File: config.mk
export PLATFORM = sky130hd
export DESIGN_NAME = adc_conversion_sequencer
export DESIGN_NICKNAME = d
export VERILOG_FILES = /design/src/logic/adc_seq_pkg.sv /design/src/logic/adc_clock_divider.sv /design/src/logic/adc_conversion_core.sv /design/src/logic/adc_conversion_sequencer.sv
export SDC_FILE = /design/constraint.sdc
export NUM_CORES = 1
export LEC_CHECK = 0
export ABC_AREA = 1
export BUFFER_PORTS_ARGS = -buffer_cell sky130_fd_sc_hd__clkbuf_2
export CELL_PAD_IN_SITES_DETAIL_PLACEMENT = 0
export CELL_PAD_IN_SITES_GLOBAL_PLACEMENT = 1
export CORE_MARGIN = 2
export CORE_UTILIZATION = 44
export CTS_CLUSTER_DIAMETER = 100
export DETAILED_ROUTE_END_ITERATION = 16
export PLACE_DENSITY_LB_ADDON = 0.05
export SLEW_MARGIN = 10
export SYNTH_ARGS = -nofsm -noshare
export SYNTH_HDL_FRONTEND = slang
export SYNTH_HIERARCHICAL = 1
export SYNTH_SLANG_ARGS = --single-unit
File: constraint.sdc
create_clock -name clk_i -period 3.3 [get_ports clk_i]
set_input_delay 0.165 -clock clk_i [delete_from_list [all_inputs] [get_ports clk_i]]
set_output_delay 0.165 -clock clk_i [all_outputs]
set_load 0.1 [all_outputs]
File: src/logic/adc_seq_pkg.sv
// shared constants for the conversion sequencer
`default_nettype none
package adc_seq_pkg;
	// register byte offsets
	localparam logic [7:0] OFF_CTRL_A  = 8'h00;
	localparam logic [7:0] OFF_CTRL_B  = 8'h04;
	localparam logic [7:0] OFF_RESULT  = 8'h08;
	localparam logic [7:0] OFF_STATUS  = 8'h0c;
	localparam logic [7:0] OFF_MASK    = 8'h10;
	localparam logic [7:0] OFF_INTEN   = 8'h14;
	// control a fields
	localparam int POS_CHAN   = 0;
	localparam int POS_SRC    = 4;
	localparam int POS_FMT    = 7;
	localparam int POS_PWR    = 8;
	localparam int POS_START  = 9;
	localparam int POS_BUSY   = 10;
	// control b fields
	localparam int POS_DIV    = 0;
	localparam int POS_REF    = 4;
	// interrupt enable fields
	localparam int POS_GIE    = 0;
	localparam int POS_CIE    = 1;
	// reset values
	localparam logic [31:0] RST_CTRL_A = 32'h0000_0000;
	localparam logic [31:0] RST_CTRL_B = 32'h0000_0000;
	// conversion timing in converter clocks
	localparam logic [4:0] SAMPLE_CYCLES  = 5'h04;
	localparam logic [4:0] CONVERT_CYCLES = 5'h0c;
	localparam logic [4:0] TOTAL_CYCLES   = 5'h10;
	localparam int         RESULT_BITS    = 12;
	localparam logic [11:0] FULL_SCALE    = 12'hfff;
	// source select code for external input
	localparam logic [2:0] SRC_EXTERNAL   = 3'h0;
	// axi response codes
	localparam logic [1:0] RESP_OKAY   = 2'h0;
	localparam logic [1:0] RESP_SLVERR = 2'h2;
	typedef enum logic [1:0] {
		CV_IDLE   = 2'b00,
		CV_ARMED  = 2'b01,
		CV_SAMPLE = 2'b10,
		CV_CONV   = 2'b11
	} conv_state_e;
endpackage
`default_nettype wire

File: src/logic/adc_clock_divider.sv
// power of two tick generator for the converter clock
`default_nettype none
module adc_clock_divider (
	// clock and reset
	input  wire logic       clk_i,
	input  wire logic       reset_n_i,
	// control
	input  wire logic       run_i,
	input  wire logic [2:0] div_code_i,
	// tick output
	output logic            tick_o
);
	logic [6:0] count;

	// code n divides by 2**n; counter restarts whenever not running
	always_ff @(posedge clk_i or negedge reset_n_i) begin
		if (!reset_n_i) begin
			count  <= 7'h00;
			tick_o <= 1'b0;
		end else if (!run_i) begin
			count  <= 7'h00;
			tick_o <= 1'b0;
		end else if (count >= ((7'h01 << div_code_i) - 7'h01)) begin
			count  <= 7'h00;
			tick_o <= 1'b1;
		end else begin
			count  <= count + 7'h01;
			tick_o <= 1'b0;
		end
	end
endmodule // adc_clock_divider
`default_nettype wire

File: src/logic/adc_conversion_core.sv
// sixteen tick sample and convert sequence, result capture
`default_nettype none
module adc_conversion_core
	import adc_seq_pkg::*;
(
	// clock and reset
	input  wire logic                  clk_i,
	input  wire logic                  reset_n_i,
	// control
	input  wire logic                  power_i,
	input  wire logic                  arm_i,
	input  wire logic                  go_i,
	input  wire logic                  tick_i,
	input  wire logic [RESULT_BITS-1:0] sample_i,
	// status
	output logic                       busy_o,
	output logic                       done_o,
	output logic [RESULT_BITS-1:0]     result_o
);
	conv_state_e state;
	logic [4:0]  ticks;

	// sequencing; power loss aborts any conversion in flight
	always_ff @(posedge clk_i or negedge reset_n_i) begin
		if (!reset_n_i) begin
			state    <= CV_IDLE;
			ticks    <= 5'h00;
			busy_o   <= 1'b0;
			done_o   <= 1'b0;
			result_o <= 12'h000;
		end else begin
			done_o <= 1'b0;
			if (!power_i) begin
				state  <= CV_IDLE;
				busy_o <= 1'b0;
			end else if (arm_i) begin
				state  <= CV_ARMED;
				ticks  <= 5'h00;
				busy_o <= 1'b0;
			end else begin
				unique case (state)
					CV_IDLE: begin
					end
					CV_ARMED: begin
						if (go_i) begin
							state  <= CV_SAMPLE;
							busy_o <= 1'b1;
							ticks  <= 5'h00;
						end
					end
					CV_SAMPLE: begin
						if (tick_i) begin
							ticks <= ticks + 5'h01;
							if (ticks == SAMPLE_CYCLES - 5'h01) begin
								result_o <= sample_i; // sampled value held through conversion
								state    <= CV_CONV;
							end
						end
					end
					CV_CONV: begin
						if (tick_i) begin
							ticks <= ticks + 5'h01;
							if (ticks == TOTAL_CYCLES - 5'h01) begin
								state  <= CV_IDLE;
								busy_o <= 1'b0;
								done_o <= 1'b1;
							end
						end
					end
				endcase
			end
		end
	end
endmodule // adc_conversion_core
`default_nettype wire

File: src/logic/adc_conversion_sequencer.sv
// axi4-lite controlled conversion sequencer top level
//
// Contract
// - external source routes selected channel (low three select bits) only while power enable is high
// - internal source disconnects all external channels
// - four-bit reference source selection
// - format bit arranges high/low result bytes
// - busy high throughout conversion
// - completion clears busy, publishes result
// - interrupt needs global and converter enable
// - power enable low powers converter off
// - twelve-bit result, full scale all ones
// - four sample plus twelve convert ticks
// - divider power of two, 1 to 128
// - completion sets interrupt request flag
`default_nettype none
module adc_conversion_sequencer
	import adc_seq_pkg::*;
(
	// clock and reset
	input  wire logic        clk_i,
	input  wire logic        reset_n_i,
	// axi4-lite write address
	input  wire logic        s_axi_awvalid,
	output logic             s_axi_awready,
	input  wire logic [7:0]  s_axi_awaddr,
	// axi4-lite write data
	input  wire logic        s_axi_wvalid,
	output logic             s_axi_wready,
	input  wire logic [31:0] s_axi_wdata,
	input  wire logic [3:0]  s_axi_wstrb,
	// axi4-lite write response
	output logic             s_axi_bvalid,
	input  wire logic        s_axi_bready,
	output logic [1:0]       s_axi_bresp,
	// axi4-lite read address
	input  wire logic        s_axi_arvalid,
	output logic             s_axi_arready,
	input  wire logic [7:0]  s_axi_araddr,
	// axi4-lite read data
	output logic             s_axi_rvalid,
	input  wire logic        s_axi_rready,
	output logic [31:0]      s_axi_rdata,
	output logic [1:0]       s_axi_rresp,
	// analog front end
	input  wire logic [11:0] sample_data_i,
	output logic [7:0]       channel_connect_o,
	output logic [2:0]       internal_source_o,
	output logic [3:0]       reference_source_select_o,
	output logic             converter_power_o,
	// interrupt
	output logic             irq_o
);
	// control a fields
	logic [3:0]  external_channel_select;
	logic [2:0]  input_source_select;
	logic        result_format_select;
	logic        converter_power_enable;
	logic        start_bit;
	// control b fields
	logic [2:0]  converter_clock_divider;
	logic [3:0]  reference_source_select;
	// interrupt state
	logic        converter_interrupt_request;
	logic        converter_interrupt_mask;
	logic        global_interrupt_enable;
	logic        converter_interrupt_enable;
	// bus holding
	logic        aw_held;
	logic        w_held;
	logic [7:0]  aw_addr;
	logic [31:0] w_data;
	logic [3:0]  w_strb;
	logic        do_write;
	logic [31:0] ctrl_a_now;
	logic [31:0] ctrl_a_merged;
	// core links
	logic        start_prev;
	logic        arm;
	logic        go;
	logic        tick;
	logic        conversion_busy_flag;
	logic        done;
	logic [11:0] raw_result;
	logic [7:0]  result_high_byte;
	logic [7:0]  result_low_byte;
	logic        armed_copy;

	// merge byte lanes into an old register value
	function automatic logic [31:0] lane_merge(input logic [31:0] old_v, input logic [31:0] new_v,
		input logic [3:0] strb);
		logic [31:0] m;
		m = old_v;
		for (int b = 0; b < 4; b++) begin
			if (strb[b]) begin
				m[b*8 +: 8] = new_v[b*8 +: 8];
			end
		end
		return m;
	endfunction

	// current control a word, shared by the read path and by partial lane writes
	assign ctrl_a_now    = {21'h0, conversion_busy_flag, start_bit, converter_power_enable, result_format_select,
		input_source_select, external_channel_select};
	assign ctrl_a_merged = lane_merge(ctrl_a_now, w_data, w_strb);

	// write channel capture: address and data in either order
	always_ff @(posedge clk_i or negedge reset_n_i) begin
		if (!reset_n_i) begin
			aw_held <= 1'b0;
			w_held  <= 1'b0;
			aw_addr <= 8'h00;
			w_data  <= 32'h0000_0000;
			w_strb  <= 4'h0;
		end else begin
			if (s_axi_awvalid && s_axi_awready) begin
				aw_held <= 1'b1;
				aw_addr <= s_axi_awaddr;
			end else if (do_write) begin
				aw_held <= 1'b0;
			end
			if (s_axi_wvalid && s_axi_wready) begin
				w_held <= 1'b1;
				w_data <= s_axi_wdata;
				w_strb <= s_axi_wstrb;
			end else if (do_write) begin
				w_held <= 1'b0;
			end
		end
	end

	assign do_write = aw_held && w_held && !s_axi_bvalid;

	// ready flags: one write outstanding keeps the slave simple
	always_ff @(posedge clk_i or negedge reset_n_i) begin
		if (!reset_n_i) begin
			s_axi_awready <= 1'b0;
			s_axi_wready  <= 1'b0;
		end else begin
			s_axi_awready <= !aw_held && !(s_axi_awvalid && s_axi_awready) && !s_axi_bvalid && !do_write;
			s_axi_wready  <= !w_held && !(s_axi_wvalid && s_axi_wready) && !s_axi_bvalid && !do_write;
		end
	end

	// write response
	always_ff @(posedge clk_i or negedge reset_n_i) begin
		if (!reset_n_i) begin
			s_axi_bvalid <= 1'b0;
			s_axi_bresp  <= RESP_OKAY;
		end else if (do_write) begin
			s_axi_bvalid <= 1'b1;
			unique case (aw_addr & 8'hfc)
				OFF_CTRL_A, OFF_CTRL_B, OFF_RESULT, OFF_STATUS, OFF_MASK, OFF_INTEN: s_axi_bresp <= RESP_OKAY;
				default: s_axi_bresp <= RESP_SLVERR;
			endcase
		end else if (s_axi_bvalid && s_axi_bready) begin
			s_axi_bvalid <= 1'b0;
		end
	end

	// control a register; start bit level is kept as written
	always_ff @(posedge clk_i or negedge reset_n_i) begin
		if (!reset_n_i) begin
			external_channel_select <= RST_CTRL_A[POS_CHAN +: 4];
			input_source_select     <= RST_CTRL_A[POS_SRC +: 3];
			result_format_select    <= RST_CTRL_A[POS_FMT];
			converter_power_enable  <= RST_CTRL_A[POS_PWR];
			start_bit               <= RST_CTRL_A[POS_START];
		end else if (do_write && (aw_addr & 8'hfc) == OFF_CTRL_A) begin
			external_channel_select <= ctrl_a_merged[POS_CHAN +: 4];
			input_source_select     <= ctrl_a_merged[POS_SRC +: 3];
			result_format_select    <= ctrl_a_merged[POS_FMT];
			converter_power_enable  <= ctrl_a_merged[POS_PWR];
			start_bit               <= ctrl_a_merged[POS_START];
		end
	end

	// control b register
	always_ff @(posedge clk_i or negedge reset_n_i) begin
		if (!reset_n_i) begin
			converter_clock_divider <= RST_CTRL_B[POS_DIV +: 3];
			reference_source_select <= RST_CTRL_B[POS_REF +: 4];
		end else if (do_write && (aw_addr & 8'hfc) == OFF_CTRL_B && w_strb[0]) begin
			converter_clock_divider <= w_data[POS_DIV +: 3];
			reference_source_select <= w_data[POS_REF +: 4];
		end
	end

	// interrupt flag: completion wins over a write-one clear in the same cycle
	always_ff @(posedge clk_i or negedge reset_n_i) begin
		if (!reset_n_i) begin
			converter_interrupt_request <= 1'b0;
		end else if (done) begin
			converter_interrupt_request <= 1'b1;
		end else if (do_write && (aw_addr & 8'hfc) == OFF_STATUS && w_strb[0] && w_data[0]) begin
			converter_interrupt_request <= 1'b0;
		end
	end

	// mask and enables
	always_ff @(posedge clk_i or negedge reset_n_i) begin
		if (!reset_n_i) begin
			converter_interrupt_mask   <= 1'b0;
			global_interrupt_enable    <= 1'b0;
			converter_interrupt_enable <= 1'b0;
		end else if (do_write && w_strb[0]) begin
			if ((aw_addr & 8'hfc) == OFF_MASK) begin
				converter_interrupt_mask <= w_data[0];
			end
			if ((aw_addr & 8'hfc) == OFF_INTEN) begin
				global_interrupt_enable    <= w_data[POS_GIE];
				converter_interrupt_enable <= w_data[POS_CIE];
			end
		end
	end

	// interrupt output needs flag, mask and both enables; polling leaves them low
	always_ff @(posedge clk_i or negedge reset_n_i) begin
		if (!reset_n_i) begin
			irq_o <= 1'b0;
		end else begin
			irq_o <= converter_interrupt_request && converter_interrupt_mask && global_interrupt_enable &&
				converter_interrupt_enable;
		end
	end

	// start edge detection on the software level
	always_ff @(posedge clk_i or negedge reset_n_i) begin
		if (!reset_n_i) begin
			start_prev <= 1'b0;
		end else begin
			start_prev <= start_bit;
		end
	end

	assign arm = start_bit && !start_prev;
	assign go  = !start_bit && start_prev;

	// copy of the core's armed state, used only by the start check
	always_ff @(posedge clk_i or negedge reset_n_i) begin
		if (!reset_n_i) begin
			armed_copy <= 1'b0;
		end else begin
			armed_copy <= converter_power_enable && !go && (arm || armed_copy);
		end
	end

	// converter clock source
	adc_clock_divider u_div (
		.clk_i      (clk_i),
		.reset_n_i  (reset_n_i),
		.run_i      (conversion_busy_flag),
		.div_code_i (converter_clock_divider),
		.tick_o     (tick)
	);

	// sample and convert sequence
	adc_conversion_core u_core (
		.clk_i     (clk_i),
		.reset_n_i (reset_n_i),
		.power_i   (converter_power_enable),
		.arm_i     (arm),
		.go_i      (go),
		.tick_i    (tick),
		.sample_i  (sample_data_i),
		.busy_o    (conversion_busy_flag),
		.done_o    (done),
		.result_o  (raw_result)
	);

	// result registers updated only at completion so reads stay stable
	always_ff @(posedge clk_i or negedge reset_n_i) begin
		if (!reset_n_i) begin
			result_high_byte <= 8'h00;
			result_low_byte  <= 8'h00;
		end else if (done) begin
			if (result_format_select) begin
				result_high_byte <= {4'h0, raw_result[11:8]};
				result_low_byte  <= raw_result[7:0];
			end else begin
				result_high_byte <= raw_result[11:4];
				result_low_byte  <= {raw_result[3:0], 4'h0};
			end
		end
	end

	// analog routing and power, all registered
	always_ff @(posedge clk_i or negedge reset_n_i) begin
		if (!reset_n_i) begin
			channel_connect_o         <= 8'h00;
			internal_source_o         <= 3'h0;
			reference_source_select_o <= 4'h0;
			converter_power_o         <= 1'b0;
		end else begin
			converter_power_o         <= converter_power_enable;
			reference_source_select_o <= reference_source_select;
			if (converter_power_enable && input_source_select == SRC_EXTERNAL) begin
				channel_connect_o <= 8'h01 << external_channel_select[2:0];
				internal_source_o <= 3'h0;
			end else begin
				channel_connect_o <= 8'h00;
				internal_source_o <= converter_power_enable ? input_source_select : 3'h0;
			end
		end
	end

	// read channel
	always_ff @(posedge clk_i or negedge reset_n_i) begin
		if (!reset_n_i) begin
			s_axi_arready <= 1'b0;
			s_axi_rvalid  <= 1'b0;
			s_axi_rdata   <= 32'h0000_0000;
			s_axi_rresp   <= RESP_OKAY;
		end else begin
			s_axi_arready <= !s_axi_rvalid && !(s_axi_arvalid && s_axi_arready);
			if (s_axi_arvalid && s_axi_arready) begin
				s_axi_rvalid <= 1'b1;
				s_axi_rresp  <= RESP_OKAY;
				unique case (s_axi_araddr & 8'hfc)
					OFF_CTRL_A: s_axi_rdata <= ctrl_a_now;
					OFF_CTRL_B: s_axi_rdata <= {24'h0, reference_source_select, 1'b0, converter_clock_divider};
					OFF_RESULT: s_axi_rdata <= {16'h0, result_high_byte, result_low_byte};
					OFF_STATUS: s_axi_rdata <= {31'h0, converter_interrupt_request};
					OFF_MASK:   s_axi_rdata <= {31'h0, converter_interrupt_mask};
					OFF_INTEN:  s_axi_rdata <= {30'h0, converter_interrupt_enable, global_interrupt_enable};
					default: begin
						s_axi_rdata <= 32'h0000_0000;
						s_axi_rresp <= RESP_SLVERR;
					end
				endcase
			end else if (s_axi_rvalid && s_axi_rready) begin
				s_axi_rvalid <= 1'b0;
			end
		end
	end

	// busy must be high in the cycle after a powered, armed start
	AST_BUSY_ON_GO: assert property (@(posedge clk_i) disable iff (!reset_n_i)
		(go && armed_copy && converter_power_enable) |=> conversion_busy_flag)
		else $error("busy not raised after start");
	AST_DONE_CLEARS_BUSY: assert property (@(posedge clk_i) disable iff (!reset_n_i)
		done |-> !conversion_busy_flag)
		else $error("busy still high at completion");
	AST_FLAG_ON_DONE: assert property (@(posedge clk_i) disable iff (!reset_n_i)
		done |=> converter_interrupt_request)
		else $error("request flag not set on completion");
	AST_IRQ_GATED: assert property (@(posedge clk_i) disable iff (!reset_n_i)
		irq_o |-> $past(global_interrupt_enable) && $past(converter_interrupt_enable))
		else $error("interrupt without both enables");
	AST_INTERNAL_DISCONNECT: assert property (@(posedge clk_i) disable iff (!reset_n_i)
		$past(input_source_select) != SRC_EXTERNAL |-> channel_connect_o == 8'h00)
		else $error("external channel connected on internal source");
	AST_POWER_OFF: assert property (@(posedge clk_i) disable iff (!reset_n_i)
		!converter_power_enable |=> !converter_power_o && !conversion_busy_flag)
		else $error("converter powered while disabled");
	AST_RESULT_FORMAT: assert property (@(posedge clk_i) disable iff (!reset_n_i)
		(done && result_format_select) |=> result_high_byte[7:4] == 4'h0)
		else $error("right justified high byte has upper bits");
	AST_BUSY_LENGTH: assert property (@(posedge clk_i) disable iff (!reset_n_i)
		$rose(conversion_busy_flag) && converter_clock_divider == 3'h0 && converter_power_enable |->
		(conversion_busy_flag || !converter_power_o) [*8])
		else $error("conversion ended too early while powered");
endmodule // adc_conversion_sequencer
`default_nettype wire

==> out/results.txt <==
status -> complete, no violations
fin crit period -> 1.84 ns
initial antenna violation count -> 0
Final HPWL DP -> 9280 um
sequential power share -> 0.375
TNS Setup -> 0 ns
synth unique cells -> 36
final setup fails -> 0
Root Buffer -> clkbuf_16
Design Area, Final -> 7400 um^2
DRT antenna net count -> 0
CP Buf/Inv Count -> 1
clk slew on worst S/H paths -> 0.06 ns
largest family of logic cells by synthesized area -> simple AND/OR/NAND/NOR gates
Warnings, synthesis -> 6
Hold Crit Class -> input port to register
Vias -> 4751
fillers -> 1248
Worst EP required -> 3.63 ns
post-synthesis compound-gate area fraction -> 0.0998
Row Count -> 42
Num Clock Sinks -> 127
post-synthesis mux area share -> 0.00565
global-route usage over all layers -> 0.201
Initial Utilization -> 0.451
PwrDens -> 719 nW/um^2
Synth Area in Adders -> 0.0209
syn avg cell area -> 8.65 um^2
Critical Path Max Stage Delay -> 0.58 ns
Cells after DPL -> 935
drt first pass iters -> 4
first-iteration detailed-routing DRC count -> 241
CTS Buf Count -> 17
critical path startpoint category -> register
Final Worst Setup Slack -> 1.46 ns
vias in the first global route -> 4703
final WL -> 13200 um
I/O pin count -> 129
synthesized instance count -> 691
power share of the combinational group -> 0.251
RSZ-0062 raised after global routing -> false
Simple-Gate Fraction of Synth Area -> 0.243
core box area -> 13200 um^2
Crit Path Class -> register to register
worst-path fanout max -> 12
Synth Area in XOR/XNOR -> 0.00293
Post-Syn Area -> 5980 um^2
clock share of power -> 0.374
die area -> 14500 um^2
Yosys reg bits -> 127
post-DR wirelength/cell -> 13.3 um
Net Sw Power -> 0.00190 W
critical path capture point type -> register
nets@finish -> 889
clk_lat worst skew -> 0.42 ns
CTS HTree Levels -> 4
Fin Clk Skew -> 0.00703 ns
first-pass GRT wire length -> 22700 um
critical-path cell list -> inv_1 > nor4_1 > nand2_1 > nor3_1
period utilisation layout -> 0.558
CP top delay family -> simple AND/OR/NAND/NOR gates
DRC -> 0
CTS tree -> built
Final Hold Violating Endpoints -> 0
sw frac -> 0.357
port bufs -> 82
area grow syn2layout -> 23.8%
die width -> 121 um
Max transition margin -> 0.446
Finished Layout Cells -> 997
max-cap viol count -> 0
Setup WS pre-CTS -> 1.48 ns
dpl cell area -> 6470 um^2
CTS Buffer Depth -> 2
Die H -> 121 um
slowest cell on the critical path -> dfrtp_1
critical path data arrival time -> 2.17 ns
GPL Wtd Cong -> 0.862
register area share after synthesis -> 0.532
pin count of the biggest net entering global routing -> 63
worst-case vdd ir drop -> 0.491 mV
ant diodes -> 0
GRT overflow -> 0
Pins Over Slew Limit -> 0
FF+latch area -> 3180 um^2
Worst-Margin Slew -> 0.832 ns
achievable clock frequency -> 543 MHz
Hold WS -> 0.00891 ns
Avg Vias per Cell -> 4.77
area of the multi-input gates -> 2290 um^2
fraction of layout cells with a size suffix above 1 -> 0.210
Leak Pwr -> 3.81 nW
Int Power -> 0.00342 W
-- layer usage --
layer	up-vias	track usage	share of wire
met5	-	0	0
met4	0	0.0705	0.018
met3	24	0.0580	0.041
met2	93	0.315	0.47
met1	2241	0.268	0.47
li1	2393	-	-
-- layout make-up --
| type | instances | share of cell area |
|---|---|---|
| Clock inverter | 11 | 0.0218 |
| Sequential cell | 127 | 0.430 |
| Multi-Input combinational cell | 460 | 0.310 |
| Clock buffer | 21 | 0.0636 |
| Timing Repair Buffer | 115 | 0.101 |
| Tap cell | 176 | 0.0298 |
| Inverter | 87 | 0.0441 |
-- power by group through the flow --
stage | Combinational (W) | Sequential, W | Clock [W]
2_1_floorplan | 0.000652 | 0.00239 | 0
6_report | 0.00134 | 0.00199 | 0.00199
4_1_cts | 0.00135 | 0.00200 | 0.00203
3_3_place_gp | 0.00130 | 0.00201 | 0
5_1_grt | 0.00148 | 0.00203 | 0.00211
3_5_place_dp | 0.00132 | 0.00202 | 0
-- final timing paths --
check | from | to | slack (ns) | cells after the start
setup reg to reg | converter_power_enable | channel_connect_o[2] | 1.46 | 4
hold reg to reg | s_axi_rvalid | s_axi_arready | 0.44 | 1
setup / recovery | converter_power_enable | channel_connect_o[2] | 1.46 | 4
hold / removal | s_axi_wdata[6] | w_data[6] | 0.009 | 3
min in group asynchronous | reset_n_i | u_core/ticks[2] | 0.38 | 2
max in group asynchronous | reset_n_i | u_core/result_o[1] | 2.15 | 3
-- layout by cell type, fill, tap and decap left out, drive strengths merged, types with 2 or more instances in the layout --
| master | synthesis | layout |
|---|---|---|
| dfrtp | 127 | 127 |
| inv | 87 | 87 |
| nand3 | 48 | 48 |
| mux2 | 3 | 3 |
| ha | 10 | 10 |
| xor2 | 2 | 2 |
| conb | 1 | 18 |
| buf | 25 | 4 |
| nand4 | 4 | 4 |
| or2 | 2 | 2 |
| clkinv | 0 | 6 |
| nand2 | 170 | 170 |
| o21ai | 57 | 57 |
| bufinv | 0 | 4 |
| o22ai | 6 | 6 |
| clkbuf | 8 | 102 |
| nor4 | 2 | 2 |
| nor3 | 3 | 3 |
| o31ai | 5 | 5 |
| nor2 | 98 | 98 |
| dlygate4sd3 | 0 | 30 |
| a21oi | 28 | 28 |
-- per-stage QoR --
stage	utilization	total power, W
3_3_place_gp	0.488	0.00332
2_1_floorplan	-	0.00305
6_report	0.559	0.00532
3_5_place_dp	0.488	0.00334
5_1_grt	0.559	0.00561
4_1_cts	0.559	0.00538
-- sequential cells by signal, indices dropped and copies added (netlist names), 3 cells and up --
register,flops
external_channel_select,4
reference_source_select,4
u_core/result_o,12
channel_connect_o,8
converter_clock_divider,3
input_source_select,3
w_data,10
s_axi_rdata,16
u_core/ticks,5
result_high_byte,8
reference_source_select_o,4
u_div/count,7
result_low_byte,8
internal_source_o,3
aw_addr,6
-- kinds of logic (layout without fill, tap and decap cells) --
family                   count (synthesis)  in the layout
adder cells (fa/ha/maj)                 10             10
flip-flops                             127            127
XOR/XNOR                                 2              2
other                                    1             18
buffers and inverters                  121            234
multiplexers                             3              3
AND/OR/NAND/NOR                        328            328
AO/OA/AOI/OAI                           99             99
-- worst register-to-register path: cells and delay by family, from the launching register on --
family / cells / cell delay, ns
and+or+nand+nor: 3 / 1.02
buffers and inverters: 1 / 0.16
DFF: 1 / 0.58
-- synthesized netlist by cell type, drive strengths merged --
master,n,area share
xor2,2,0.0029
a21oi,28,0.023
buf,25,0.033
nor4,2,0.0021
dfrtp,127,0.53
clkbuf,8,0.0050
o21ai,57,0.060
or2,2,0.0021
mux2,3,0.0057
nor2,98,0.072
bufbuf,1,0.0031
and2,1,0.0015
a21o,1,0.0013
inv,87,0.055
o31ai,5,0.0063
o22ai,6,0.0063
nand4,4,0.0067
ha,10,0.021
a31oi,1,0.0010
nor3,3,0.0033
conb,1,0.00063
nand3,48,0.047
o21bai,1,0.0013
nand2,170,0.11
-- repair_timing --
action / CTS / global route
resized for setup: 0 / 0
hold buffers: 30 / 0
setup endpoints to repair: 0 / 0
endpoints found under the hold margin: 89 / 0
buffers inserted: 0 / 0
Note: power is estimated with default switching activity, not from simulation.
